==> src/shared/meas_pkg.sv <==
/*
  Shared constants for the measurement command and result logic:
  command codes, slave address, CRC settings, conversion times.
  Assumes a 20 MHz system clock.
*/
package meas_pkg;
  localparam int          CLK_HZ        = 20_000_000;
  localparam logic [6:0]  SLAVE_ADDR    = 7'h54;
  localparam logic [7:0]  CMD_HOLD_T    = 8'he3;
  localparam logic [7:0]  CMD_NOHOLD_T  = 8'hf3;
  localparam logic [7:0]  CMD_HOLD_HT   = 8'he5;
  localparam logic [7:0]  CMD_NOHOLD_HT = 8'hf5;
  localparam logic [7:0]  CMD_STOP_PER  = 8'h30;
  localparam logic [7:0]  CRC_POLY      = 8'h1d;
  localparam logic [7:0]  CRC_INIT      = 8'hff;
  localparam logic [7:0]  CRC_XOROUT    = 8'h00;
  localparam int          RES_WIDTH     = 14;
  localparam int          STAT_TH_BIT   = 7;
  localparam int          STAT_TL_BIT   = 6;
  localparam int          STAT_HH_BIT   = 5;
  localparam int          STAT_HL_BIT   = 4;
  localparam int          CFG_PER_EN_BIT = 7;
  // conversion times in microseconds, index = resolution code 0..3
  localparam int          T_CONV_US [4] = '{370, 450, 600, 910};
  localparam int          HT_CONV_US[4] = '{640, 800, 1040, 1700};
  // shortest time rounds up to one cycle
  function automatic int us_to_cycles(input int us);
    return (us * (CLK_HZ / 1_000_000) < 1) ? 1 : us * (CLK_HZ / 1_000_000);
  endfunction
  localparam int          MAX_CONV_CYC  = 1700 * (CLK_HZ / 1_000_000);
endpackage

==> src/verilog/humidity_temp_measure_control.sv <==
/*
  Measurement command and result logic of an I2C slave sensor.
  SCL and SDA are open-drain, two signals each; inputs are synchronous
  to clk. Raw conversion results and threshold flags come from the
  analog front end as ports.
*/
`timescale 1ns/1ps

// Overview of operation
// - decode hold and no-hold temperature and humidity+temperature commands.
// - respond only to the single fixed 7-bit slave address.
// - in hold mode keep SCL low until the conversion result exists.
// - after releasing SCL, shift result bytes out on master clocks.
// - no-hold commands never stretch SCL.
// - read address after no-hold: ACK if done, NACK if converting.
// - two result bytes for temperature, four for humidity plus temperature.
// - words go out MSB first, upper byte first.
// - results are left-scaled to 14 bits regardless of resolution.
// - conversion time follows resolution and command type.
// - append CRC-8, poly 0x1d, init 0xff, no reflection, xorout 0.
// - CRC covers humidity then temperature words; humidity zero if absent.
// - in periodic mode a bare read between conversions returns the latest stored result.
// - in periodic mode ignore all commands except fetch and 0x30.
// - stop command leaves periodic mode and re-enables all commands.
// - periodic mode starts when enable bit 7 is written high.
// - alert high idle, low between and high during periodic conversions.
// - alert stays high when periodic mode is off.
// - in periodic mode, threshold mode drives alert from flags with programmed polarity.
// - with alerts enabled in periodic mode, send a status byte first.
// - status carries temp high, temp low, humid high, humid low flags.
module humidity_temp_measure_control
  import meas_pkg::*;
#(
  parameter int PERIOD_CYC = 10_000_000
)
(
  input  wire logic        clk,
  input  wire logic        rst,
  input  wire logic        scl_in,
  output logic             scl_oe,
  input  wire logic        sda_in,
  output logic             sda_oe,
  input  wire logic [1:0]  temp_res,
  input  wire logic [1:0]  humid_res,
  input  wire logic        per_cfg_wr,
  input  wire logic [7:0]  per_cfg_data,
  input  wire logic        alert_thresh_en,
  input  wire logic        alert_polarity_low,
  input  wire logic        temp_high_flag,
  input  wire logic        temp_low_flag,
  input  wire logic        humid_high_flag,
  input  wire logic        humid_low_flag,
  input  wire logic [13:0] raw_humid,
  input  wire logic [13:0] raw_temp,
  output logic             alert,
  output logic             periodic_active,
  output logic             conv_busy
);
  initial
  begin
    if (PERIOD_CYC < 1)
      $error("PERIOD_CYC must be positive");
  end

  typedef enum {S_IDLE, S_ADDR, S_ACK_ADDR, S_CMD, S_ACK_CMD, S_TX, S_TX_ACK,
                S_STRETCH, S_IGNORE} i2c_state_t;

  // ------------------------------------------------------------
  // bus edge detection
  // ------------------------------------------------------------
  logic scl_d, sda_d;
  logic scl_rise, scl_fall, start_cond, stop_cond;
  always_ff @(posedge clk)
  begin
    if (rst)
    begin
      scl_d <= 1'b1;
      sda_d <= 1'b1;
    end
    else
    begin
      scl_d <= scl_in;
      sda_d <= sda_in;
    end
  end
  assign scl_rise   = scl_in & ~scl_d;
  assign scl_fall   = ~scl_in & scl_d;
  assign start_cond = scl_in & scl_d & sda_d & ~sda_in;
  assign stop_cond  = scl_in & scl_d & ~sda_d & sda_in;

  // ------------------------------------------------------------
  // conversion engine
  // ------------------------------------------------------------
  logic        conv_start, conv_ht, conv_done_p, last_ht;
  logic        per_trig;
  logic [21:0] conv_cnt;
  logic [21:0] conv_len;
  logic        result_valid;
  logic [13:0] res_h, res_t;
  logic        crc_done;
  logic [7:0]  crc_val;

  function automatic logic [13:0] scale14(input logic [13:0] raw, input logic [1:0] res);
    // left-justify narrower conversions into the 14-bit field
    case (res)
      2'd0:    scale14 = {raw[7:0], 6'h00};
      2'd1:    scale14 = {raw[9:0], 4'h0};
      2'd2:    scale14 = {raw[11:0], 2'h0};
      default: scale14 = raw;
    endcase
  endfunction

  always_comb
  begin
    // length follows the running conversion, not the last decoded command
    if (last_ht)
      conv_len = 22'(us_to_cycles(HT_CONV_US[humid_res]));
    else
      conv_len = 22'(us_to_cycles(T_CONV_US[temp_res]));
  end

  always_ff @(posedge clk)
  begin
    if (rst)
    begin
      conv_busy    <= 1'b0;
      conv_cnt     <= 22'h0;
      conv_done_p  <= 1'b0;
      result_valid <= 1'b0;
      last_ht      <= 1'b0;
      res_h        <= 14'h0;
      res_t        <= 14'h0;
    end
    else
    begin
      conv_done_p <= 1'b0;
      if ((conv_start || per_trig) && !conv_busy)
      begin
        conv_busy    <= 1'b1;
        conv_cnt     <= 22'h1;
        last_ht      <= conv_ht | per_trig;
        result_valid <= 1'b0;
      end
      else if (conv_busy)
      begin
        conv_cnt <= conv_cnt + 22'h1;
        if (conv_cnt >= conv_len)
        begin
          conv_busy   <= 1'b0;
          conv_done_p <= 1'b1;
          res_t       <= scale14(raw_temp, temp_res);
          res_h       <= last_ht ? scale14(raw_humid, humid_res) : 14'h0;
        end
      end
      if (crc_done)
        result_valid <= 1'b1;
    end
  end

  crc8_unit u_crc (
    .clk   (clk),
    .rst   (rst),
    .start (conv_done_p),
    .data  ({2'b00, res_h, 2'b00, res_t}),
    .done  (crc_done),
    .crc   (crc_val)
  );

  // ------------------------------------------------------------
  // periodic mode and alert
  // ------------------------------------------------------------
  logic [31:0] per_cnt;
  logic        stop_req;
  always_ff @(posedge clk)
  begin
    if (rst)
    begin
      periodic_active <= 1'b0;
      per_cnt         <= 32'h0;
      per_trig        <= 1'b0;
    end
    else
    begin
      per_trig <= 1'b0;
      if (stop_req)
        periodic_active <= 1'b0;
      else if (per_cfg_wr && per_cfg_data[CFG_PER_EN_BIT])
        periodic_active <= 1'b1;
      if (!periodic_active || per_cnt >= 32'(PERIOD_CYC - 1))
      begin
        per_cnt  <= 32'h0;
        per_trig <= periodic_active;
      end
      else
        per_cnt <= per_cnt + 32'h1;
    end
  end

  always_ff @(posedge clk)
  begin
    if (rst)
      alert <= 1'b1;
    else if (periodic_active && alert_thresh_en)
      alert <= (temp_high_flag | temp_low_flag | humid_high_flag | humid_low_flag)
               ^ alert_polarity_low;
    else if (periodic_active)
      alert <= conv_busy;
    else
      alert <= 1'b1;
  end

  // ------------------------------------------------------------
  // i2c slave
  // ------------------------------------------------------------
  i2c_state_t  state;
  logic [7:0]  shreg;
  logic [2:0]  bitc;
  logic        rw, hold_pend, do_ack;
  logic        bits_in;
  logic [2:0]  byte_idx, byte_cnt;
  logic [7:0]  tx_byte;
  logic        with_status;
  logic [7:0]  status;

  assign status = {temp_high_flag, temp_low_flag, humid_high_flag, humid_low_flag,
                   4'h0};

  always_comb
  begin
    // byte order: [status], [humid hi, lo], temp hi, lo, crc
    tx_byte = crc_val;
    case ({with_status, last_ht, byte_idx})
      5'b0_0_000, 5'b1_0_001:  tx_byte = {2'b00, res_t[13:8]};
      5'b0_0_001, 5'b1_0_010:  tx_byte = {res_t[7:0]};
      5'b0_1_000, 5'b1_1_001:  tx_byte = {2'b00, res_h[13:8]};
      5'b0_1_001, 5'b1_1_010:  tx_byte = res_h[7:0];
      5'b0_1_010, 5'b1_1_011:  tx_byte = {2'b00, res_t[13:8]};
      5'b0_1_011, 5'b1_1_100:  tx_byte = res_t[7:0];
      5'b1_0_000, 5'b1_1_000:  tx_byte = status;
      default:                 tx_byte = crc_val;
    endcase
  end

  always_ff @(posedge clk)
  begin
    if (rst)
    begin
      state <= S_IDLE; shreg <= 8'h0; bitc <= 3'h0; rw <= 1'b0;
      sda_oe <= 1'b0; scl_oe <= 1'b0; hold_pend <= 1'b0; do_ack <= 1'b0;
      byte_idx <= 3'h0; byte_cnt <= 3'h0; with_status <= 1'b0;
      conv_start <= 1'b0; conv_ht <= 1'b0; stop_req <= 1'b0;
      bits_in <= 1'b0;
    end
    else
    begin
      conv_start <= 1'b0;
      stop_req   <= 1'b0;
      if (stop_cond)
      begin
        state <= S_IDLE; sda_oe <= 1'b0; scl_oe <= 1'b0;
      end
      else if (start_cond)
      begin
        state <= S_ADDR; bitc <= 3'h0; sda_oe <= 1'b0;
        bits_in <= 1'b0;
      end
      else
        case (state)
          S_ADDR, S_CMD:
            if (scl_rise)
            begin
              shreg <= {shreg[6:0], sda_in};
              bitc  <= bitc + 3'h1;
              if (bitc == 3'h7)
                bits_in <= 1'b1;
            end
            // the scl fall right after a start carries no byte yet
            else if (scl_fall && bits_in)
            begin
              bits_in <= 1'b0;
              if (state == S_ADDR)
              begin
                rw <= shreg[0];
                do_ack <= (shreg[7:1] == SLAVE_ADDR);
                if (shreg[7:1] == SLAVE_ADDR && shreg[0] && hold_pend)
                begin
                  scl_oe <= 1'b1;
                  sda_oe <= 1'b1;
                  state  <= S_STRETCH;
                end
                else if (shreg[7:1] == SLAVE_ADDR && shreg[0] && !result_valid)
                  state <= S_IGNORE;
                else if (shreg[7:1] == SLAVE_ADDR)
                begin
                  sda_oe <= 1'b1;
                  state  <= S_ACK_ADDR;
                end
                else
                  state <= S_IGNORE;
              end
              else
              begin
                if (periodic_active)
                begin
                  if (shreg == CMD_STOP_PER)
                  begin
                    stop_req <= 1'b1;
                    sda_oe   <= 1'b1;
                    state    <= S_ACK_CMD;
                  end
                  else
                    state <= S_IGNORE;
                end
                else if (!conv_busy && (shreg == CMD_HOLD_T || shreg == CMD_NOHOLD_T ||
                         shreg == CMD_HOLD_HT || shreg == CMD_NOHOLD_HT))
                begin
                  conv_start <= 1'b1;
                  conv_ht    <= (shreg == CMD_HOLD_HT || shreg == CMD_NOHOLD_HT);
                  hold_pend  <= (shreg == CMD_HOLD_T || shreg == CMD_HOLD_HT);
                  sda_oe     <= 1'b1;
                  state      <= S_ACK_CMD;
                end
                else
                  state <= S_IGNORE;
              end
            end
          S_STRETCH:
            if (result_valid)
            begin
              scl_oe    <= 1'b0;
              hold_pend <= 1'b0;
              state     <= S_ACK_ADDR;
            end
          S_ACK_ADDR, S_ACK_CMD:
            if (scl_fall)
            begin
              sda_oe <= 1'b0;
              bitc   <= 3'h0;
              if (state == S_ACK_CMD)
                state <= S_CMD;
              else if (!rw)
                state <= S_CMD;
              else
              begin
                // fetch in periodic mode may carry status
                with_status <= periodic_active && alert_thresh_en;
                byte_cnt <= (last_ht ? 3'd5 : 3'd3) +
                            ((periodic_active && alert_thresh_en) ? 3'd1 : 3'd0);
                byte_idx <= 3'h0;
                state    <= S_TX;
                sda_oe   <= 1'b0;
              end
            end
          S_TX:
          begin
            sda_oe <= ~tx_byte[3'd7 - bitc];
            if (scl_fall)
            begin
              bitc <= bitc + 3'h1;
              if (bitc == 3'h7)
              begin
                state  <= S_TX_ACK;
                sda_oe <= 1'b0;
              end
            end
          end
          S_TX_ACK:
            if (scl_rise)
            begin
              byte_idx <= byte_idx + 3'h1;
              if (sda_in || byte_idx + 3'h1 == byte_cnt)
                state <= S_IGNORE;
            end
            // next byte only after scl falls, so sda never moves while scl is high
            else if (scl_fall)
            begin
              bitc  <= 3'h0;
              state <= S_TX;
            end
          default: sda_oe <= 1'b0;
        endcase
    end
  end

  // ------------------------------------------------------------
  // checks
  // ------------------------------------------------------------
  logic [21:0] busy_age;
  always_ff @(posedge clk)
  begin
    if (rst || !conv_busy)
      busy_age <= 22'h0;
    else
      busy_age <= busy_age + 22'h1;
  end

  a_stretch_until_ready: assert property (@(posedge clk) disable iff (rst)
    (scl_oe && !result_valid) |=> scl_oe) else $error("scl released early");
  a_nohold_no_stretch: assert property (@(posedge clk) disable iff (rst)
    (!hold_pend && state != S_STRETCH) |-> !scl_oe) else $error("scl held");
  a_alert_idle_high: assert property (@(posedge clk) disable iff (rst)
    !periodic_active |=> alert || periodic_active) else $error("alert low");
  a_alert_tracks_conv: assert property (@(posedge clk) disable iff (rst)
    (periodic_active && !alert_thresh_en) |=> alert == $past(conv_busy) || !periodic_active)
    else $error("alert mismatch");
  a_crc_after_conv: assert property (@(posedge clk) disable iff (rst)
    conv_done_p |-> ##33 crc_done) else $error("crc late");
  a_stop_leaves_per: assert property (@(posedge clk) disable iff (rst)
    stop_req |=> !periodic_active) else $error("periodic stuck");
  a_busy_no_restart: assert property (@(posedge clk) disable iff (rst)
    (conv_busy && conv_start) |=> $stable(last_ht)) else $error("restarted");
  a_conv_bounded: assert property (@(posedge clk) disable iff (rst)
    busy_age <= 22'(MAX_CONV_CYC)) else $error("conversion hung");
  a_status_low_zero: assert property (@(posedge clk) disable iff (rst)
    status[3:0] == 4'h0) else $error("status low bits");
  c_hold_meas: cover property (@(posedge clk) disable iff (rst) $fell(scl_oe));
  c_periodic: cover property (@(posedge clk) disable iff (rst) per_trig);
  c_fetch_status: cover property (@(posedge clk) disable iff (rst) state == S_TX && with_status);
endmodule

==> src/verilog/crc8_unit.sv <==
/*
  Serial CRC-8 over a 32-bit word, one bit per cycle, MSB first.
  Assumes start is a single-cycle pulse while idle.
*/
`timescale 1ns/1ps
module crc8_unit
  import meas_pkg::*;
(
  input  wire logic        clk,
  input  wire logic        rst,
  input  wire logic        start,
  input  wire logic [31:0] data,
  output logic             done,
  output logic [7:0]       crc
);
  logic [31:0] shreg;
  logic [5:0]  cnt;
  logic        busy;
  logic        fb;

  assign fb = crc[7] ^ shreg[31];

  always_ff @(posedge clk)
  begin
    if (rst)
    begin
      busy <= 1'b0;
      done <= 1'b0;
      crc  <= 8'h00;
      cnt  <= 6'h00;
      shreg <= 32'h0;
    end
    else
    begin
      done <= 1'b0;
      if (start)
      begin
        busy  <= 1'b1;
        crc   <= CRC_INIT;
        shreg <= data;
        cnt   <= 6'h00;
      end
      else if (busy)
      begin
        crc   <= {crc[6:0], 1'b0} ^ (fb ? CRC_POLY : 8'h00);
        shreg <= {shreg[30:0], 1'b0};
        cnt   <= cnt + 6'h01;
        if (cnt == 6'h1f)
        begin
          busy <= 1'b0;
          done <= 1'b1;
        end
      end
    end
  end
endmodule

==> config.mk <==
export PLATFORM = sky130hd
export DESIGN_NAME = humidity_temp_measure_control
export DESIGN_NICKNAME = d
export VERILOG_FILES = /design/src/shared/meas_pkg.sv /design/src/verilog/humidity_temp_measure_control.sv /design/src/verilog/crc8_unit.sv
export SDC_FILE = /design/constraint.sdc
export NUM_CORES = 1
export LEC_CHECK = 0
export BUFFER_PORTS_ARGS = -buffer_cell sky130_fd_sc_hd__buf_2
export CORE_MARGIN = 8
export CORE_UTILIZATION = 61
export CTS_BUF_LIST = sky130_fd_sc_hd__clkbuf_16
export DETAILED_ROUTE_END_ITERATION = 8
export PLACE_DENSITY = 0.78
export SETUP_SLACK_MARGIN = 0.3
export SLEW_MARGIN = 20
export SYNTH_ARGS = -nofsm -noshare
export SYNTH_HDL_FRONTEND = slang
export SYNTH_SLANG_ARGS = --single-unit
==> constraint.sdc <==
create_clock -name clk -period 5.32 [get_ports clk]
set_clock_uncertainty 0.1 [all_clocks]
set_input_delay 0.532 -clock clk [delete_from_list [all_inputs] [get_ports clk]]
set_output_delay 0.532 -clock clk [all_outputs]
set_load 0.02 [all_outputs]
==> reports/qor.txt, run 1 <==
OUTCOME
--------------------------------------------------------------------------------------
Result of the run                                                            completed

CTS
--------------------------------------------------------------------------------------
Clk sink count                                                                     169
TritonCTS clock tree                                                             built
Clock slew at the register clock pins of the worst setup and hold paths          70 ps
H-tree depth                                                                         4
Clock insertion delay at the later pin of the skew report                       440 ps
Hold bufs inserted after CTS                                                         0
Clock root cell                                                              clkbuf_16
Postcts setup bufs                                                                   0
Quantity of gates resized following cts                                              0
Longest Clk Path Bufs                                                                2
Number of buffers inserted during clock tree synthesis                              17

SYNTH
--------------------------------------------------------------------------------------
YS warnings                                                                          0
Post-synthesis average cell area                                           8.307 sq um
Synth Register Bits                                                                169
Top FF cell, synth                                                             dfxtp_1
Library cell with the largest summed area after synthesis                      dfxtp_1
Post-synthesis cell count                                                         1089
Synth top area cells                                                      dfxtp_1 (37%), nor2_1 (7.3%), ha_1 (6.1%)
Async SR Flop Fraction                                                              0%
Area fraction of the dominant cell type after synthesis                         37.40%
Sequential area share after synthesis                                           37.40%
Netlist area before placement                                               9046 sq um
Post-synth EDFFs                                                                     0
Number of distinct library cells after synthesis                                    75

STA
--------------------------------------------------------------------------------------
Number of hold violations in the final report                                        0
Number of pins exceeding their max-slew limit in the final report                    0
Setup repair after global routing missed its margin                              false
Time the worst path needs with I/O delays and setup                            4291 ps
Slew headroom                                                                   39.61%
Final worst setup slack                                                        1029 ps
Sum of negative setup slack                                                       0 ps
Max Clk Rate                                                                 233.0 MHz
Final-layout worst hold slack                                                 227.4 ps
Final period util                                                               80.66%
Final setup violation count                                                          0
Actual transition at the worst max-transition pin                             904.9 ps

DETAILED ROUTING
--------------------------------------------------------------------------------------
Iteration-0 DRC Markers                                                            795
Wire length reported by the detailed router                                   21020 um
Number of DRC violations after detailed routing                                      0
DR vias/cell                                                                     6.035
DR pass1 iterations                                                                  6
Antenna Violating Nets Remaining                                                     0
Routed via count                                                                  7840
Routed len/inst                                                               16.18 um

WORST SETUP PATH
--------------------------------------------------------------------------------------
Worst-path fanout max                                                               19
Cell with the biggest individual delay on the critical path                    o21ai_2
Critical Path Start Type                                                    input port
Worst setup EP type                                                          flip-flop
Worst setup path start                                                     temp_res[0]
Endpoint required time on the critical path                                    5550 ps
Worst reg2reg setup slack                                                      1900 ps
List of cells traversed by the critical path                              buf_2 -> inv_1 -> ha_1 -> and2_1 -> ha_1 -> nor4bb_1 -> a21oi_1 -> nor3_1 -> a21oi_1 -> nor2_1 -> a21oi_1 -> ha_1 -> nand2_1 -> nor2_1 -> nand3_1 -> o21ai_2 -> nand2_1 -> a31o_2
Cell class contributing the biggest share of worst-path delay             simple AND/OR/NAND/NOR gates
WS Path Type                                                              input port to flip-flop
Worst Path Buf+Inv                                                                   2
Slowest Stage Delay on Critical Path                                            620 ps
Endpoint of the lowest-slack register-to-register path                    conv_busy$_SDFF_PP0_
Worst-case reg-to-reg path depth                                                    11
Start of the worst register-to-register path                              last_ht$_SDFFE_PP0P_
Worst endpoint data arrival time                                               4520 ps

FINISH
--------------------------------------------------------------------------------------
Most frequent standard cell in the layout excluding fill and tap cells          nor2_1
Ratio of cells with drive above 1 in the final layout                           10.22%
Non-Filler Cell Area, Final                                                 9903 sq um
Commonest non-fill, non-tap cells in the layout                           nor2_1 (176), dfxtp_1 (168), a21oi_1 (100)
Number of filler instances in the final layout                                    1203
Number of antenna diodes                                                             0
Post-layout nets                                                                  1198
P&R area growth vs syn                                                          9.474%

FLOORPLAN
--------------------------------------------------------------------------------------
Width of the chip                                                             137.8 um
Core ar.                                                                   14530 sq um
I/O Pins                                                                            56
Initial cell density of the core                                                62.24%
Area enclosed by the die boundary                                          18980 sq um
Number of placement rows                                                            44
Die Ht                                                                        137.8 um

GLOBAL ROUTING
--------------------------------------------------------------------------------------
Leftover overflow at the end of global routing                                       0
Global Route Usage Sum                                                          22.59%
Number of antenna violations at the first check in global routing                    0
Global-route wire length before repair                                        34660 um
Vias in the first global route                                                    7164
Pin count of the biggest net entering global routing                                85

POWER
--------------------------------------------------------------------------------------
Switching fraction of total power                                               24.89%
Peak supply drop                                                           0.0002566 V
Int Power                                                                   0.002044 W
Sequential share of power                                                        47.2%
Total power density per cell area                                         274.8 nW/um^2
Switching power                                                            0.0006773 W
Share of power burned in combinational logic                                      7.1%
Clock network power share                                                        45.7%
Leakage power total                                                           3.706 nW

MIN PATH
--------------------------------------------------------------------------------------
Cell count of the worst hold path                                                    3
Classification of the worst-slack hold path                               input port to flip-flop
Sink of the worst hold path                                               scl_d$_SDFF_PP1_
Worst hold path startpoint                                                      scl_in

PLACEMENT
--------------------------------------------------------------------------------------
Setup Slack @ Placement                                                       604.6 ps
HPWL after detailed placement                                                 14470 um
Weighted congestion at the end of routability-driven global placement           0.9347
Number of I/O port buffers                                                          48
Placed inst area                                                            9316 sq um

RUN
--------------------------------------------------------------------------------------
Maximum Capacitance Violations                                                       0

[cell type report]
type	count	area, sq um	share of cell area (%)
Tap cell	184	230.2	2.325
Clock buffer	17	425.4	4.296
Sequential cell	169	3385	34.18
Clock inverter	14	161.4	1.630
Multi-Input combinational cell	838	5323	53.75
Timing Repair Buffer	56	300.3	3.032
Inverter	21	78.83	0.7960
[logic make-up (layout without fill, tap and decap cells)]
| kind of cell | after synthesis | count (layout) | synth area share, % |
|---|---|---|---|
| fa+ha+maj | 44 | 44 | 6.086 |
| other cells | 1 | 8 | 0.04145 |
| compound gates | 261 | 261 | 18.76 |
| flops | 169 | 169 | 37.40 |
| mux | 56 | 56 | 6.404 |
| buf+inv | 89 | 108 | 4.053 |
| xor+xnor | 63 | 63 | 6.100 |
| simple gates | 406 | 406 | 21.16 |
[through the flow]
| stage | total power (W) | std cells | utilization (%) |
|---|---|---|---|
| 6_report | 0.002721 | 1299 | 68.14 |
| 5_1_grt | 0.002812 | 1299 | 68.14 |
| 4_1_cts | 0.002735 | 1299 | 68.14 |
| 3_5_place_dp | 0.001501 | 1268 | 64.10 |
| 3_3_place_gp | 0.001500 | 1268 | 64.10 |
| 2_1_floorplan | 0.001438 | 1096 | - |
[power by group through the flow]
stage                     Clock (W)  Combinational (W)  Sequential (W)
after floorplan                   0           0.000129         0.00131
after global placement            0           0.000186         0.00131
after detailed placement          0           0.000188         0.00131
after CTS                   0.00126           0.000190         0.00128
after global routing        0.00131           0.000213         0.00129
final                       0.00124           0.000192         0.00128
[synthesized netlist by cell type, types with 9 or more instances]
cell	number
inv_1	19
nand3_1	37
a21o_1	9
nand4_1	22
or2_2	9
a31o_2	9
a22oi_1	11
xor2_1	38
nand2_1	76
ha_1	44
buf_1	10
mux2i_1	53
clkbuf_1	48
and3_1	12
a222oi_1	17
nor2_1	176
a21oi_1	100
xnor2_1	25
dfxtp_1	169
o21ai_0	42
nor4_1	14
nor3_1	10
[state kept, by name (all words and copies together) (netlist names), 4 cells and up]
signal / count
res_t: 14
res_h: 14
shreg: 8
u_crc.crc: 8
conv_cnt: 22
u_crc.shreg: 32
per_cnt: 32
u_crc.cnt: 6
state: 4
[how the worst max path moves through the flow]
stage | endpoint | cells after the start
final | res_h[8]$_SDFFE_PP0P_ | 18
after floorplan | res_h[12]$_SDFFE_PP0P_ | 20
after global routing | res_h[8]$_SDFFE_PP0P_ | 18
after global placement | res_h[9]$_SDFFE_PP0P_ | 18
after detailed placement | res_h[5]$_SDFFE_PP0P_ | 18
after CTS | res_h[5]$_SDFFE_PP0P_ | 18
[worst reg2reg max path: cells and delay by family, from the launching register on]
kind                       cells  cell delay (ps)
and+or+nand+nor                3             1130
adders and majority gates      1              280
AOI/OAI and AO/OA              6             1420
buffers and inverters          1              110
DFF                            1              330
[layer usage]
layer  vias up  wire length, um  global-route usage (%)
met1      3647             9802                   30.07
met4         0              425                   8.239
li1       3932                -                       -
met3        37             1101                   4.230
met5         -                0                       0
met2       224             9686                   35.74
Power figures use the tool's default switching activity.
==> run 2, diff against run 1 <==
clock period = 4.33 ns   (was 5.32 ns; I/O delays follow)
==> run 2 against run 1 <==
  * Clock-buffer cell count is the same
  * Worst hold slack got worse by 96 ps
  * Setup slack got worse by 420 ps
  * Via count up 1.4%
  * Sequential share of layout area shrank 0.16 points
  * Clock power up 23%
  * Sequential power increased by 23%
  * Die area stayed put
  * Power grew 23%
  * Final cell count is 0.54% higher
  * Utilization up 0.33 points
  * Global-route usage grew 0.25 points
  * Highest routed layer unchanged
==> reports/qor.txt, run 2 (same netlist as run 1, synthesis figures left out) <==
OUTCOME
--------------------------------------------------------------------------------------
Result of the run                                                            completed

CTS
--------------------------------------------------------------------------------------
Clock slew at the register clock pins of the worst setup and hold paths          70 ps   about the same
Clock root cell                                                              clkbuf_16
TritonCTS clock tree                                                             built
Clk sink count                                                                     169   unchanged
Clock insertion delay at the later pin of the skew report                       440 ps   about the same
Hold bufs inserted after CTS                                                         0   unchanged
Number of buffers inserted during clock tree synthesis                              17   unchanged
Longest Clk Path Bufs                                                                2   unchanged
H-tree depth                                                                         4   unchanged
Quantity of gates resized following cts                                              0   unchanged
Postcts setup bufs                                                                   0   unchanged

FLOORPLAN
--------------------------------------------------------------------------------------
Core ar.                                                                   14530 sq um   unchanged
Number of placement rows                                                            44   unchanged
Width of the chip                                                             137.8 um   unchanged
Initial cell density of the core                                                62.24%   unchanged
Area enclosed by the die boundary                                          18980 sq um   unchanged
I/O Pins                                                                            56   unchanged
Die Ht                                                                        137.8 um   unchanged

STA
--------------------------------------------------------------------------------------
Sum of negative setup slack                                                       0 ps   unchanged
Number of hold violations in the final report                                        0   unchanged
Final setup violation count                                                          0   unchanged
Final-layout worst hold slack                                                 131.6 ps   -95.81 ps
Setup repair after global routing missed its margin                              false
Slew headroom                                                                   33.58%   -6.0 points
Final period util                                                               86.04%
Max Clk Rate                                                                 268.4 MHz
Actual transition at the worst max-transition pin                             988.7 ps   +83.83 ps
Time the worst path needs with I/O delays and setup                            3725 ps
Number of pins exceeding their max-slew limit in the final report                    0   unchanged

PLACEMENT
--------------------------------------------------------------------------------------
Number of I/O port buffers                                                          48   unchanged
Placed inst area                                                            9361 sq um   +0.48%
Cell count after placement                                                        1274   +0.47%
Weighted congestion at the end of routability-driven global placement           0.9517   +1.8%
HPWL after detailed placement                                                 14690 um   +1.5%

DETAILED ROUTING
--------------------------------------------------------------------------------------
Iteration-0 DRC Markers                                                            845   +6.3%
DR pass1 iterations                                                                  6   unchanged
Routed via count                                                                  7947   +1.4%
Wire length reported by the detailed router                                   21260 um   +1.1%
DR vias/cell                                                                     6.085   +0.82%
Number of DRC violations after detailed routing                                      0   unchanged
Routed len/inst                                                               16.27 um   +0.60%
Antenna Violating Nets Remaining                                                     0   unchanged

WORST SETUP PATH
--------------------------------------------------------------------------------------
Critical path's most frequent cell                                             a21oi_1
Worst Path Buf+Inv                                                                   2   unchanged
Critical Path Start Type                                                    input port
Worst-path fanout max                                                               26   +7
Worst setup EP type                                                          flip-flop
Depth of the critical timing path with buffers and inverters included               19   +1
Cell class contributing the biggest share of worst-path delay             compound AO/OA/AOI/OAI gates
Worst endpoint data arrival time                                               3960 ps   -560 ps
WS Path Type                                                              input port to flip-flop
Start of the worst register-to-register path                              last_ht$_SDFFE_PP0P_
Slowest Stage Delay on Critical Path                                            470 ps   -150 ps
Endpoint required time on the critical path                                    4560 ps   -990 ps
Cell with the biggest individual delay on the critical path                     o21a_2
Crit path to                                                              res_h[12]$_SDFFE_PP0P_
Worst reg2reg setup slack                                                      1060 ps   -840 ps
Worst-case reg-to-reg path depth                                                    11   unchanged
Endpoint of the lowest-slack register-to-register path                    res_h[12]$_SDFFE_PP0P_
Worst setup path start                                                     temp_res[0]
List of cells traversed by the critical path                              buf_2 -> inv_1 -> ha_1 -> xor2_1 -> ha_1 -> nor4bb_1 -> a21oi_1 -> nor3_1 -> a21oi_1 -> nor2_1 -> a21oi_1 -> ha_1 -> a21o_1 -> a21o_1 -> a21oi_1 -> o2111a_1 -> o21a_2 -> nor4_1 -> a31o_2

GLOBAL ROUTING
--------------------------------------------------------------------------------------
Met3 Use GR                                                                     4.705%   +0.47 points
Pin count of the biggest net entering global routing                                85   unchanged
Met1 track utilization from global routing                                      30.41%   +0.34 points
Layer with the highest usage                                                      met2
Vias in the first global route                                                    7121   -0.60%
Leftover overflow at the end of global routing                                       0   unchanged
Number of antenna violations at the first check in global routing                    0   unchanged
Met2 capacity usage during global routing                                       36.09%   +0.35 points
Global-route wire length before repair                                        34910 um   +0.74%
Global Route Usage Sum                                                          22.84%   +0.25 points

MIN PATH
--------------------------------------------------------------------------------------
Classification of the worst-slack hold path                               input port to flip-flop

POWER
--------------------------------------------------------------------------------------
Overall power                                                               0.003350 W   +23%
Peak supply drop                                                           0.0003199 V   +25%
Total power density per cell area                                         336.7 nW/um^2   +23%
Leakage power total                                                           3.740 nW   +0.90%

FINISH
--------------------------------------------------------------------------------------
P&R area growth vs syn                                                          10.00%
Commonest non-fill, non-tap cells in the layout                           nor2_1 (176), dfxtp_1 (168), a21oi_1 (100)
Ratio of cells with drive above 1 in the final layout                           10.78%   +0.56 points
Number of filler instances in the final layout                                    1231   +2.3%
Most frequent standard cell in the layout excluding fill and tap cells          nor2_1
Final std cells w/o fill                                                          1306   +0.54%
Number of antenna diodes                                                             0   unchanged
Non-Filler Cell Area, Final                                                 9951 sq um   +0.48%
Post-layout nets                                                                  1204   +0.50%
Largest registers                                                         per_cnt x32, u_crc.shreg x32, conv_cnt x22

RUN
--------------------------------------------------------------------------------------
Maximum Capacitance Violations                                                       0   unchanged

## run 2: cell types whose count changed in the layout (fill, tap and decap cells not counted)
cell	before	now
buf_4	8	14
clkinv_2	1	2
clkinv_4	2	0
inv_6	3	6
inv_8	3	2
## run 2: layout make-up
| class | count | area [sq um] | share of cell area [%] |
|---|---|---|---|
| sequential | 169 | 3385 | 34.01 |
| inverter | 21 | 78.83 | 0.7922 |
| timing repair buffer | 62 | 345.3 | 3.470 |
| clock inverter | 15 | 163.9 | 1.647 |
| tap | 184 | 230.2 | 2.314 |
| clock buffer | 17 | 425.4 | 4.275 |
| multi-input combinational | 838 | 5323 | 53.49 |
## run 2: worst min-delay path by stage
stage,cells past startpoint,start,endpoint
global placement,1,stop_req$_SDFF_PP0_,periodic_active$_SDFFE_PP0P_
global route,3,scl_in,scl_d$_SDFF_PP1_
CTS,3,scl_in,scl_d$_SDFF_PP1_
floorplan,1,stop_req$_SDFF_PP0_,periodic_active$_SDFFE_PP0P_
detailed placement,1,stop_req$_SDFF_PP0_,periodic_active$_SDFFE_PP0P_
finish,3,scl_in,scl_d$_SDFF_PP1_
## run 2: through the flow
stage / utilization, % / setup slack [ps]
2_1_floorplan: - / 375.0
4_1_cts: 68.47 / 627.4
5_1_grt: 68.47 / 362.8
3_3_place_gp: 64.41 / 252.4
3_5_place_dp: 64.41 / 198.9
6_report: 68.47 / 604.5
## run 2: worst reg2reg max path, delay by kind of cell (launching register included)
family	cells	cell delay, ps
buffers and inverters	1	120
and+or+nand+nor	3	720
DFF	1	330
adders and majority gates	1	270
AOI/OAI and AO/OA	6	1620
## run 2: where the power goes
| part | total (W) | internal (W) | switching, W |
|---|---|---|---|
| logic | 0.000239 | 0.0000869 | 0.000152 |
| registers | 0.00158 | 0.00157 | 0.0000135 |
| clock network | 0.00153 | 0.000863 | 0.000670 |
| total | 0.00335 | 0.00252 | 0.000835 |
## run 2: layer usage
metal  part of all wire [%]  routed length [um]
met5                      0                   0
met4                    2.0                 416
met3                    6.0                1272
met2                     47                9970
met1                     45                9595
